## src/logic/otp_pkg.sv

```systemverilog
// constants and carriers for the one-time programmable memory register block
// assumes a 32-bit APB slave port on pclk and a macro whose outputs are asynchronous
package otp_pkg;

  // ****************************************
  // register map (byte addresses)
  // ****************************************
  localparam logic [11:0] REG_SELECT = 12'h000;
  localparam logic [11:0] REG_LOCK_A = 12'h004;
  localparam logic [11:0] REG_LOCK_B = 12'h008;
  localparam logic [11:0] REG_CTRL = 12'h00C;
  localparam logic [11:0] REG_ADDR = 12'h010;
  localparam logic [11:0] REG_STATUS = 12'h014;
  localparam logic [11:0] REG_SECURE = 12'h018;

  // unlock keys, written in order lock_a then lock_b
  localparam logic [31:0] KEY_A = 32'h0000_00A5;
  localparam logic [31:0] KEY_B = 32'h0000_005A;

  // ****************************************
  // field positions
  // ****************************************
  localparam int CTRL_READ_PATH = 0;
  localparam int CTRL_PROGRAM_HV = 1;
  localparam int CTRL_PUMP = 2;
  localparam int CTRL_DATA_LATCH = 3;
  localparam int CTRL_BUF_CLEAR_N = 4;
  localparam int CTRL_WSTROBE_N = 5;
  localparam int CTRL_TEST_CMD = 6;
  localparam int CTRL_PROG_DATA = 7;
  localparam int STAT_LOCK = 8;
  localparam int STAT_VALID = 9;
  localparam int STAT_STANDBY = 10;
  localparam int SEC_VALID = 8;

  localparam int ADDR_W = 14;
  localparam int DATA_W = 8;
  localparam int TEST_BIT = 13;
  localparam logic [ADDR_W-1:0] ADDR_ZERO = 14'h0000;
  localparam logic [DATA_W-1:0] WORD_ZERO = 8'h00;
  localparam logic [DATA_W-1:0] WORD_ONES = 8'hFF;
  localparam logic [31:0] RDATA_ZERO = 32'h0000_0000;

  // ****************************************
  // types
  // ****************************************
  typedef enum logic [1:0] {
    LK_IDLE = 2'b00,
    LK_FIRST = 2'b01,
    LK_ARMED = 2'b10
  } lock_state_t;

  typedef struct packed {
    logic [ADDR_W-1:0] cell_addr;
    logic block_select_n;
    logic test_cmd_latch_en;
    logic data_latch_en;
    logic program_hv_en;
    logic read_path_en;
    logic buffer_clear_n;
    logic write_strobe_n;
    logic pump_en;
    logic program_data;
  } macro_ctrl_t;

  localparam macro_ctrl_t CTRL_RESET = '{
    cell_addr: ADDR_ZERO, block_select_n: 1'b1, test_cmd_latch_en: 1'b0,
    data_latch_en: 1'b0, program_hv_en: 1'b0, read_path_en: 1'b0,
    buffer_clear_n: 1'b1, write_strobe_n: 1'b1, pump_en: 1'b0, program_data: 1'b0};

endpackage : otp_pkg

```

## src/logic/sync_two_stage.sv

```systemverilog
// two-flop synchroniser for a bus of independent levels
// assumes each bit is a quasi-static level; no word coherence is promised
`timescale 1ns/1ps
`default_nettype none
module sync_two_stage #(
  parameter int WIDTH = 10
) (
  input wire logic pclk,
  input wire logic presetn,
  input wire logic [WIDTH-1:0] async_in,
  output logic [WIDTH-1:0] sync_out
);

  logic [WIDTH-1:0] first_stage;

  always_ff @(posedge pclk or negedge presetn) begin
    if (!presetn) begin
      first_stage <= '0;
      sync_out <= '0;
    end else begin
      first_stage <= async_in;
      sync_out <= first_stage;
    end
  end

endmodule : sync_two_stage
`default_nettype wire

```

## src/logic/otp_register_access.sv

```systemverilog
// APB register front end driving a one-time programmable memory macro pin by pin
// assumes presetn is already synchronised to pclk and released early, and that the
// macro read data and lock status are asynchronous levels
//
// Overview of operation
// - blank memory reads zero; program only ones
// - program one bit, read one byte
// - fourteen-bit address, top bit selects test
// - block select high holds macro in standby
// - data latch enable opens input buffers
// - buffer clear resets buffers; toggle before modes
// - lock status one means permanently read-only
// - every macro pin reached through registers
// - single clock domain only
// - reset synchronised outside, none added here
// - dedicated early-released reset
// - select write needs both locks in order
// - standby blocks control register writes
// - select zero forces secure word zero
// - select one defaults secure word ones
// - first address-zero read latched until reset
//
// Register access over APB and the register offsets were left to the implementer.
`timescale 1ns/1ps
`default_nettype none
module otp_register_access (
  input wire logic pclk,
  input wire logic presetn,
  input wire logic psel,
  input wire logic penable,
  input wire logic pwrite,
  input wire logic [11:0] paddr,
  input wire logic [31:0] pwdata,
  output logic [31:0] prdata,
  output logic pready,
  output logic pslverr,
  output otp_pkg::macro_ctrl_t macro_ctrl,
  input wire logic [7:0] otp_read_data,
  input wire logic otp_lock,
  input wire logic secure_val_sel,
  output logic [7:0] secure_mode_word,
  output logic secure_mode_valid
);

  // ****************************************
  // state
  // ****************************************
  typedef struct packed {
    otp_pkg::macro_ctrl_t ctrl;
    otp_pkg::lock_state_t lock_state;
    logic [31:0] rdata;
    logic [7:0] captured;
    logic captured_valid;
  } state_t;

  state_t st;
  state_t next_st;
  logic [9:0] sync_q;
  logic [7:0] rd_s;
  logic lock_s;
  logic sel_s;
  logic setup;
  logic access;
  logic wr;
  logic rd;
  logic mapped;

  // macro outputs and the strap are not on pclk
  sync_two_stage #(.WIDTH(10)) u_sync (
    .pclk(pclk),
    .presetn(presetn),
    .async_in({secure_val_sel, otp_lock, otp_read_data}),
    .sync_out(sync_q)
  );
  assign rd_s = sync_q[7:0];
  assign lock_s = sync_q[8];
  assign sel_s = sync_q[9];

  // ****************************************
  // bus decode
  // ****************************************
  assign setup = psel && !penable;
  assign access = psel && penable;
  assign wr = access && pwrite;
  assign rd = access && !pwrite;
  assign mapped = (paddr == otp_pkg::REG_SELECT) || (paddr == otp_pkg::REG_LOCK_A) ||
                  (paddr == otp_pkg::REG_LOCK_B) || (paddr == otp_pkg::REG_CTRL) ||
                  (paddr == otp_pkg::REG_ADDR) || (paddr == otp_pkg::REG_STATUS) ||
                  (paddr == otp_pkg::REG_SECURE);
  // zero wait states: every access completes in its first access cycle
  assign pready = 1'b1;
  assign pslverr = access && !mapped;
  assign prdata = st.rdata;

  // ****************************************
  // next state
  // ****************************************
  always_comb begin
    next_st = st;
    // read data prepared during setup so it leaves a flip-flop
    if (setup) begin
      case (paddr)
        otp_pkg::REG_SELECT: begin
          next_st.rdata = {31'h0000_0000, st.ctrl.block_select_n};
        end
        otp_pkg::REG_LOCK_A: begin
          next_st.rdata = {30'h0000_0000, st.lock_state};
        end
        otp_pkg::REG_CTRL: begin
          next_st.rdata = otp_pkg::RDATA_ZERO;
          next_st.rdata[otp_pkg::CTRL_READ_PATH] = st.ctrl.read_path_en;
          next_st.rdata[otp_pkg::CTRL_PROGRAM_HV] = st.ctrl.program_hv_en;
          next_st.rdata[otp_pkg::CTRL_PUMP] = st.ctrl.pump_en;
          next_st.rdata[otp_pkg::CTRL_DATA_LATCH] = st.ctrl.data_latch_en;
          next_st.rdata[otp_pkg::CTRL_BUF_CLEAR_N] = st.ctrl.buffer_clear_n;
          next_st.rdata[otp_pkg::CTRL_WSTROBE_N] = st.ctrl.write_strobe_n;
          next_st.rdata[otp_pkg::CTRL_TEST_CMD] = st.ctrl.test_cmd_latch_en;
          next_st.rdata[otp_pkg::CTRL_PROG_DATA] = st.ctrl.program_data;
        end
        otp_pkg::REG_ADDR: begin
          next_st.rdata = {18'h0_0000, st.ctrl.cell_addr};
        end
        otp_pkg::REG_STATUS: begin
          next_st.rdata = {24'h00_0000, rd_s};
          next_st.rdata[otp_pkg::STAT_LOCK] = lock_s;
          next_st.rdata[otp_pkg::STAT_VALID] = st.captured_valid;
          next_st.rdata[otp_pkg::STAT_STANDBY] = st.ctrl.block_select_n;
        end
        otp_pkg::REG_SECURE: begin
          next_st.rdata = {24'h00_0000, secure_mode_word};
          next_st.rdata[otp_pkg::SEC_VALID] = secure_mode_valid;
        end
        default: begin
          next_st.rdata = otp_pkg::RDATA_ZERO;
        end
      endcase
    end
    // unlock sequence: any other write breaks it
    if (wr) begin
      next_st.lock_state = otp_pkg::LK_IDLE;
      if (paddr == otp_pkg::REG_LOCK_A && pwdata == otp_pkg::KEY_A) begin
        next_st.lock_state = otp_pkg::LK_FIRST;
      end
      if (paddr == otp_pkg::REG_LOCK_B && pwdata == otp_pkg::KEY_B &&
          st.lock_state == otp_pkg::LK_FIRST) begin
        next_st.lock_state = otp_pkg::LK_ARMED;
      end
      if (paddr == otp_pkg::REG_SELECT && st.lock_state == otp_pkg::LK_ARMED) begin
        next_st.ctrl.block_select_n = pwdata[0];
      end
      // standby freezes every other control field
      if (!st.ctrl.block_select_n) begin
        if (paddr == otp_pkg::REG_CTRL) begin
          next_st.ctrl.read_path_en = pwdata[otp_pkg::CTRL_READ_PATH];
          next_st.ctrl.program_hv_en = pwdata[otp_pkg::CTRL_PROGRAM_HV];
          next_st.ctrl.pump_en = pwdata[otp_pkg::CTRL_PUMP];
          next_st.ctrl.data_latch_en = pwdata[otp_pkg::CTRL_DATA_LATCH];
          next_st.ctrl.buffer_clear_n = pwdata[otp_pkg::CTRL_BUF_CLEAR_N];
          next_st.ctrl.write_strobe_n = pwdata[otp_pkg::CTRL_WSTROBE_N];
          next_st.ctrl.test_cmd_latch_en = pwdata[otp_pkg::CTRL_TEST_CMD];
          next_st.ctrl.program_data = pwdata[otp_pkg::CTRL_PROG_DATA];
        end
        if (paddr == otp_pkg::REG_ADDR) begin
          next_st.ctrl.cell_addr = pwdata[otp_pkg::ADDR_W-1:0];
        end
      end
    end
    // first completed read of cell zero is kept until reset
    if (rd && paddr == otp_pkg::REG_STATUS && !st.captured_valid &&
        !st.ctrl.block_select_n && st.ctrl.read_path_en &&
        st.ctrl.cell_addr == otp_pkg::ADDR_ZERO) begin
      next_st.captured = rd_s;
      next_st.captured_valid = 1'b1;
    end
  end

  always_ff @(posedge pclk or negedge presetn) begin
    if (!presetn) begin
      st.ctrl <= otp_pkg::CTRL_RESET;
      st.lock_state <= otp_pkg::LK_IDLE;
      st.rdata <= otp_pkg::RDATA_ZERO;
      st.captured <= otp_pkg::WORD_ZERO;
      st.captured_valid <= 1'b0;
    end else begin
      st <= next_st;
    end
  end

  // ****************************************
  // macro pins and secure word
  // ****************************************
  always_comb begin
    macro_ctrl = st.ctrl;
    // standby: no read, no program, no strobe reaches the macro
    if (st.ctrl.block_select_n) begin
      macro_ctrl.read_path_en = 1'b0;
      macro_ctrl.program_hv_en = 1'b0;
      macro_ctrl.pump_en = 1'b0;
      macro_ctrl.write_strobe_n = 1'b1;
    end
    // a locked part only burns power if high voltage is left on
    if (lock_s) begin
      macro_ctrl.program_hv_en = 1'b0;
      macro_ctrl.pump_en = 1'b0;
    end
  end

  assign secure_mode_valid = st.captured_valid;
  assign secure_mode_word = !sel_s ? otp_pkg::WORD_ZERO :
                            st.captured_valid ? st.captured : otp_pkg::WORD_ONES;
endmodule : otp_register_access
`default_nettype wire

```

## config.mk

```make
export PLATFORM = sky130hd
export DESIGN_NAME = otp_register_access
export DESIGN_NICKNAME = d
export VERILOG_FILES = /design/src/logic/otp_pkg.sv /design/src/logic/sync_two_stage.sv /design/src/logic/otp_register_access.sv
export SDC_FILE = /design/constraint.sdc
export NUM_CORES = 1
export LEC_CHECK = 0
export BUFFER_PORTS_ARGS = -buffer_cell sky130_fd_sc_hd__buf_2
export CAP_MARGIN = 5
export CORE_UTILIZATION = 53
export CTS_CLUSTER_DIAMETER = 60
export CTS_CLUSTER_SIZE = 24
export DETAILED_ROUTE_END_ITERATION = 7
export GPL_ROUTABILITY_DRIVEN = 0
export GPL_TIMING_DRIVEN = 0
export PLACE_DENSITY = 0.85
export SLEW_MARGIN = 20
export SYNTH_ARGS = -nofsm -noshare
export SYNTH_HDL_FRONTEND = slang
export SYNTH_SLANG_ARGS = --single-unit
```

## constraint.sdc

```tcl
create_clock -name pclk -period 5.6 [get_ports pclk]
set_input_delay 0.28 -clock pclk [delete_from_list [all_inputs] [get_ports pclk]]
set_output_delay 0.28 -clock pclk [all_outputs]
set_load 0.01 [all_outputs]
```

==> impl_results.md, run 1 <==
* CTS tree: done
* Routed wire length at roughly 8300 microns
* Maximum VDD drop at about 0.21 mV
* H-tree depth at 3
* Cell with the most instances after synthesis: dfrtp_1
* Status: finished clean
* Initial antenna violation count at 0
* Crit-path max FO at 10
* Final min period at ~2200 ps
* Vias in the first global route at between 2000 and 3000
* Hold Path Class: primary input to register
* DRC Markers at 0
* Hpwl dp at between 6000 and 7000 microns
* Critical Path AT at between 2000 and 2500 ps
* Iteration-0 DRC Markers at 268
* RSZ-0062 raised after global routing: false
* Clock Tree Buf Depth at 2
* Overall Global Routing Usage at 0.270
* Met2 routed WL at 4190 microns
* Area leader, netlist: dfrtp_1
* Sequential share of the synthesized area at 0.497
* #FFs+latches synth at 68
* Ys async rst share at 1.00
* ANT cells at 0
* Die Wd at 82.5 microns
* Die footprint at a little under 0.007 sq mm
* Endpoint class of the critical path: register
* Final setup violation count at 0
* Worst-Skew Late Latency at ~340 ps
* Metal3 WL at 601 microns
* Largest net degree at the start of global routing at 50
* Worst-margin pin slew at 688 ps
* Mapped cell area at roughly 0.0034 sq mm
* Core Area at 0.00610 sq mm
* Site row count at 28
* Number of buffers created by CTS at 9
* Highest clock rate at about 0.45 GHz
* TNS Setup at 0 ps
* Mapped Cells at between 200 and 300
* Chip Height at about 83 microns
* Synthesized area per cell at about 12 sq um
* Port buffer count at ~110
* Relative slew slack at 0.538
* Worst Path Required at 5820 ps
* IO Count at approximately 130
* Initial Utilization at 0.563
* Area contributors post-synth: dfrtp_1 (47%), buf_4 (11%), mux2_2 (7.2%)
* Share of cells above drive strength 1 at 0.509
* Final period utilization at 0.400
* Layout area overhead at 26.6%
* Startpoint Class: register
* Total congestion overflow at 0
* Max-slew violations at 0
* WL/cell at approximately 16 microns
* Non-Filler Instances at about 510
* Leakage power at approximately 2.4 nW
* Via Count at roughly 2700
* Global-route wire length before repair at between 10000 and 15000 microns
* Warnings, synthesis at 0
* Highest routed metal layer: met4
* Root Buffer: clkbuf_8
* Clk sinks at just under 70
* Post-DRT Antenna Nets at 0
* Post-synth EDFFs at 0
* Commonest cells in the netlist: dfrtp_1 (65), buf_4 (52), mux2_2 (22)
* Kind of critical path: register to register
* Synth unique cells at 47
* Top-area cell type share of the netlist area at 0.474
* # nets final at between 400 and 500
* Worst-path clk slew at ~70 ps
* First-pass DRT Iterations at 4
* Final hold vios at 0
* Number of vias per cell at approximately 5.3
* Number of instances in the placed design at 496
* PD cells at approximately 230 mW/mm^2
* Top_reg_cell synth: dfrtp_1
* MaxCap Viol Count at 0
* Metal-1 WL at roughly 3300 microns
* Clock skew at 4.07 ps
* Final Total Pwr at slightly below 1 mW
[stage by stage]
stage	hold WS [ps]	utilization	setup WS (ps)	instance area (sq um)
4_1_cts	31.5	0.713	3380	4350
6_report	41.0	0.713	3360	4350
5_1_grt	26.5	0.713	3280	4350
3_3_place_gp	332	0.675	3230	4120
2_1_floorplan	-15.6	-	3670	3500
3_5_place_dp	175	0.680	3210	4150
[worst paths after layout]
path                                             from                     to  slack [ps]  depth (start not counted)
worst min-delay path                 otp_read_data[2]  u_sync.first_stage[2]          40                          1
min in group asynchronous                     presetn  u_sync.first_stage[9]         360                          2
worst min register to register  u_sync.first_stage[8]     u_sync.sync_out[8]         350                          0
max in group asynchronous                     presetn                 st[45]        4670                          3
worst max register to register          macro_ctrl[8]         macro_ctrl[18]        3360                          4
worst max-delay path                    macro_ctrl[8]         macro_ctrl[18]        3360                          4
[report_power, final]
group,switching (mW),leakage (nW),total [mW],internal (mW)
Combinational,0.0536,1.37,0.0943,0.0407
Clock,0.184,0.103,0.388,0.204
Sequential,0.00392,0.888,0.502,0.499
Total,0.242,2.36,0.985,0.743
[per-layer routing]
layer,track usage,vias to the layer above
li1,-,1266
met1,0.337,1322
met2,0.446,121
met3,0.0495,19
met4,0.141,0
met5,0,-
[registers in the layout, summed over array words and instances (netlist names)]
name / count
st: 14
macro_ctrl: 19
u_sync.sync_out: 10
u_sync.first_stage: 10
prdata: 14
secure_mode_valid: 1
[logic make-up after synthesis]
| group | Yosys count | share of synthesized area |
|---|---|---|
| and+or+nand+nor | 76 | 0.138 |
| muxes | 43 | 0.145 |
| buffers and inverters | 71 | 0.138 |
| DFF | 68 | 0.497 |
| AOI/OAI and AO/OA | 38 | 0.0805 |
| other | 2 | 0.00219 |
[layout make-up]
class,count,area (sq um)
inverter,8,30.0
clock inverter,7,67.6
timing repair buffer,107,566
clock buffer,9,124
multi-input combinational,176,1320
sequential,68,1710
buffer,63,444
fill,472,1750
tap,75,93.8
[cells in the final DEF (no fill, tap or decap), types with 8 or more instances in the layout]
cell type | synthesis | final
clkbuf_8 | 0 | 9
mux2i_1 | 13 | 13
mux2_2 | 22 | 22
nor2_1 | 8 | 8
dfrtp_1 | 65 | 65
conb_1 | 2 | 19
buf_2 | 4 | 108
mux2_4 | 8 | 8
inv_1 | 8 | 8
nand2_1 | 12 | 12
buf_4 | 52 | 53
nor4_1 | 12 | 12
o21ai_0 | 11 | 11
[repair_timing]
action / 4_1_cts / 5_1_grt
setup buffers: 0 / 0
hold endpoints to repair: 19 / 0
gates resized for setup: 0 / 0
hold buffers: 1 / 0
[critical path, stage by stage (launching register included)]
cell and delay, ps:
dfstp_2 430, or2_2 360, nor4_2 570, buf_2 390, mux2_2 380
Note: power is estimated with default switching activity, not from simulation.
==> run 2: changes to the inputs <==
--- a/config.mk
+++ b/config.mk
@@ -7,13 +7,13 @@
 export LEC_CHECK = 0
 export BUFFER_PORTS_ARGS = -buffer_cell sky130_fd_sc_hd__buf_2
 export CAP_MARGIN = 5
-export CORE_UTILIZATION = 53
+export CORE_UTILIZATION = 50
 export CTS_CLUSTER_DIAMETER = 60
 export CTS_CLUSTER_SIZE = 24
 export DETAILED_ROUTE_END_ITERATION = 7
 export GPL_ROUTABILITY_DRIVEN = 0
 export GPL_TIMING_DRIVEN = 0
-export PLACE_DENSITY = 0.85
+export PLACE_DENSITY = 0.81
 export SLEW_MARGIN = 20
 export SYNTH_ARGS = -nofsm -noshare
 export SYNTH_HDL_FRONTEND = slang
==> constraint.sdc (replaced) <==
create_clock -name pclk -period 2.3 [get_ports pclk]
set_input_delay 0.115 -clock pclk [delete_from_list [all_inputs] [get_ports pclk]]
set_output_delay 0.115 -clock pclk [all_outputs]
set_load 0.01 [all_outputs]
==> run 2 against run 1 <==
Against the previous run: first-iteration DRC count decreased by 41%; final cell count is 2.3% higher; total power grew to 2.5 times the previous value; sequential power is 140% higher; the flow now finishes with violations (DRC); critical path depth did not move; global-route usage fell by 3.5 points; combinational power grew to 2.5 times the previous value.
==> impl_results.md, run 2 (synthesis results as in run 1) <==
* Most frequent cells in the layout: buf_2 (108), dfrtp_1 (65), buf_4 (53), mux2_2 (22), conb_1 (19)
* Total congestion overflow at 0
* Fin area at 0.00447 sq mm
* H-tree depth at 3
* Placed Area at around 0.0041 sq mm
* Comb power frac at 0.097
* Layout area overhead at 30.3%
* Final setup violation count at 0
* MaxCap Viol Count at 0
* Worst-path clk slew at 70 ps
* Maximum VDD drop at roughly 0.5 mV
* Site row count at 29
* Worst Path Required at between 2000 and 3000 ps
* Critical Path Stages at 4
* Kind of critical path: register to register
* # Post-CTS Setup Buffers at 0
* PD cells at between 500 and 600 mW/mm^2
* # nets final at 502
* Highest clock rate at approximately 0.49 GHz
* Overall Global Routing Usage at 0.235
* Number of buffers created by CTS at 9
* Startpoint Class: register
* Routed wire length at around 8000 microns
* Failing checks: DRC
* Commonest non-fill, non-tap cell in the layout: buf_2
* Via Count at 2742
* WL/cell at approximately 15 microns
* R2R Path Start: macro_ctrl[8]
* Non-Filler Instances at approximately 530
* Hold Path Class: primary input to register
* CP max-delay cell: dfstp_2
* Die footprint at approximately 0.0072 sq mm
* IO Count at about 130
* Fin util at 0.689
* Hpwl dp at just over 6000 microns
* Status: complete, but fails checks
* Chip Height at roughly 85 microns
* Number of instances in the placed design at 498
* CP Launch Point: macro_ctrl[8]
* Die Wd at 84.9 microns
* Critical Path AT at roughly 2300 ps
* Final Total Pwr at around 2.5 mW
* Leakage power at approximately 2.4 nW
* Place WS at about 94 ps
* Fill count at 500
* Root Buffer: clkbuf_8
* Worst-Skew Late Latency at ~350 ps
* Crit-path max FO at 10
* CP top delay family: simple AND/OR/NAND/NOR gates
* Final period utilization at 0.888
* Switching Share at 0.230
* Port buffer count at between 100 and 150
* Number of vias per cell at 5.22
* CP cell instances: or2_2 > nor4_4 > buf_2 > mux2_2
* Endpoint class of the critical path: register
* CTS tree: done
* Share of cells above drive strength 1 at 0.496
* Critical Path Max Stage Delay at approximately 430 ps
* RSZ-0062 raised after global routing: false
* Core Area at between 0.006 and 0.007 sq mm
* Iteration-0 DRC Markers at 159
* Initial antenna violation count at 0
* Relative slew slack at 0.537
* Clock skew at about 8.4 ps
* Crit path buffers/inverters at 1
* Beginning of the worst hold path: pwdata[12]
* Share of total power in the clock network at 0.410
* Post-DRT Antenna Nets at 0
* Clock Tree Buf Depth at 2
* First-pass DRT Iterations at 7
* Max FFs per register at 19
* Final hold vios at 0
* Switch Pwr at 0.571 mW
* Vias in the first global route at 2678
* Internal power at 1.91 mW
* DRC Markers at 10
* ANT cells at 0
* Initial Utilization at 0.529
* Seq pwr share at 0.493
* Global-route wire length before repair at about 13000 microns
* Hold WS at 24.4 ps
* Largest net degree at the start of global routing at 39
* Final min period at between 2000 and 2500 ps
* Hold depth at 2
* TNS Setup at 0 ps
* Clk sinks at ~70
* Worst-margin pin slew at 689 ps
* Max-slew violations at 0
* Worst Reg-to-Reg Cells at 4
* Worst setup margin at about 260 ps
## run 2: what timing repair did
action | CTS | global route
gates resized for setup | 0 | 1
endpoints found under the setup margin | 0 | 2
endpoints found under the hold margin | 40 | 0
hold buffers | 11 | 0
## run 2: area by class of cell
class	instances	area [sq um]	share of cell area
Sequential cell	68	1710	0.381
Multi-Input combinational cell	176	1330	0.297
Timing Repair Buffer	117	658	0.147
Buffer	63	444	0.0993
Clock buffer	13	169	0.0378
Tap cell	77	96.3	0.0215
Clock inverter	3	43.8	0.00979
Inverter	8	30.0	0.00671
## run 2: path summary, 6_finish.rpt
path	endpoint	slack, ps
worst max-delay path	macro_ctrl[16]	260
worst min-delay path	macro_ctrl[21]	20
worst max register to register	macro_ctrl[16]	260
worst min register to register	u_sync.sync_out[0]	350
max in group asynchronous	macro_ctrl[3]	1490
min in group asynchronous	u_sync.first_stage[3]	230
## run 2: power groups by stage
stage / combinational (mW) / sequential (mW) / clock, mW
2_1_floorplan: 0.106 / 1.24 / 0
3_3_place_gp: 0.214 / 1.24 / 0
3_5_place_dp: 0.222 / 1.25 / 0
4_1_cts: 0.237 / 1.22 / 1.04
5_1_grt: 0.263 / 1.22 / 1.07
6_report: 0.240 / 1.22 / 1.02
## run 2: metal layers
layer	track usage	vias to the layer above	wire, microns
met1	0.295	1307	3440
li1	-	1285	-
met4	0.103	0	210
met2	0.390	130	3900
met3	0.0554	20	532
met5	0	-	0
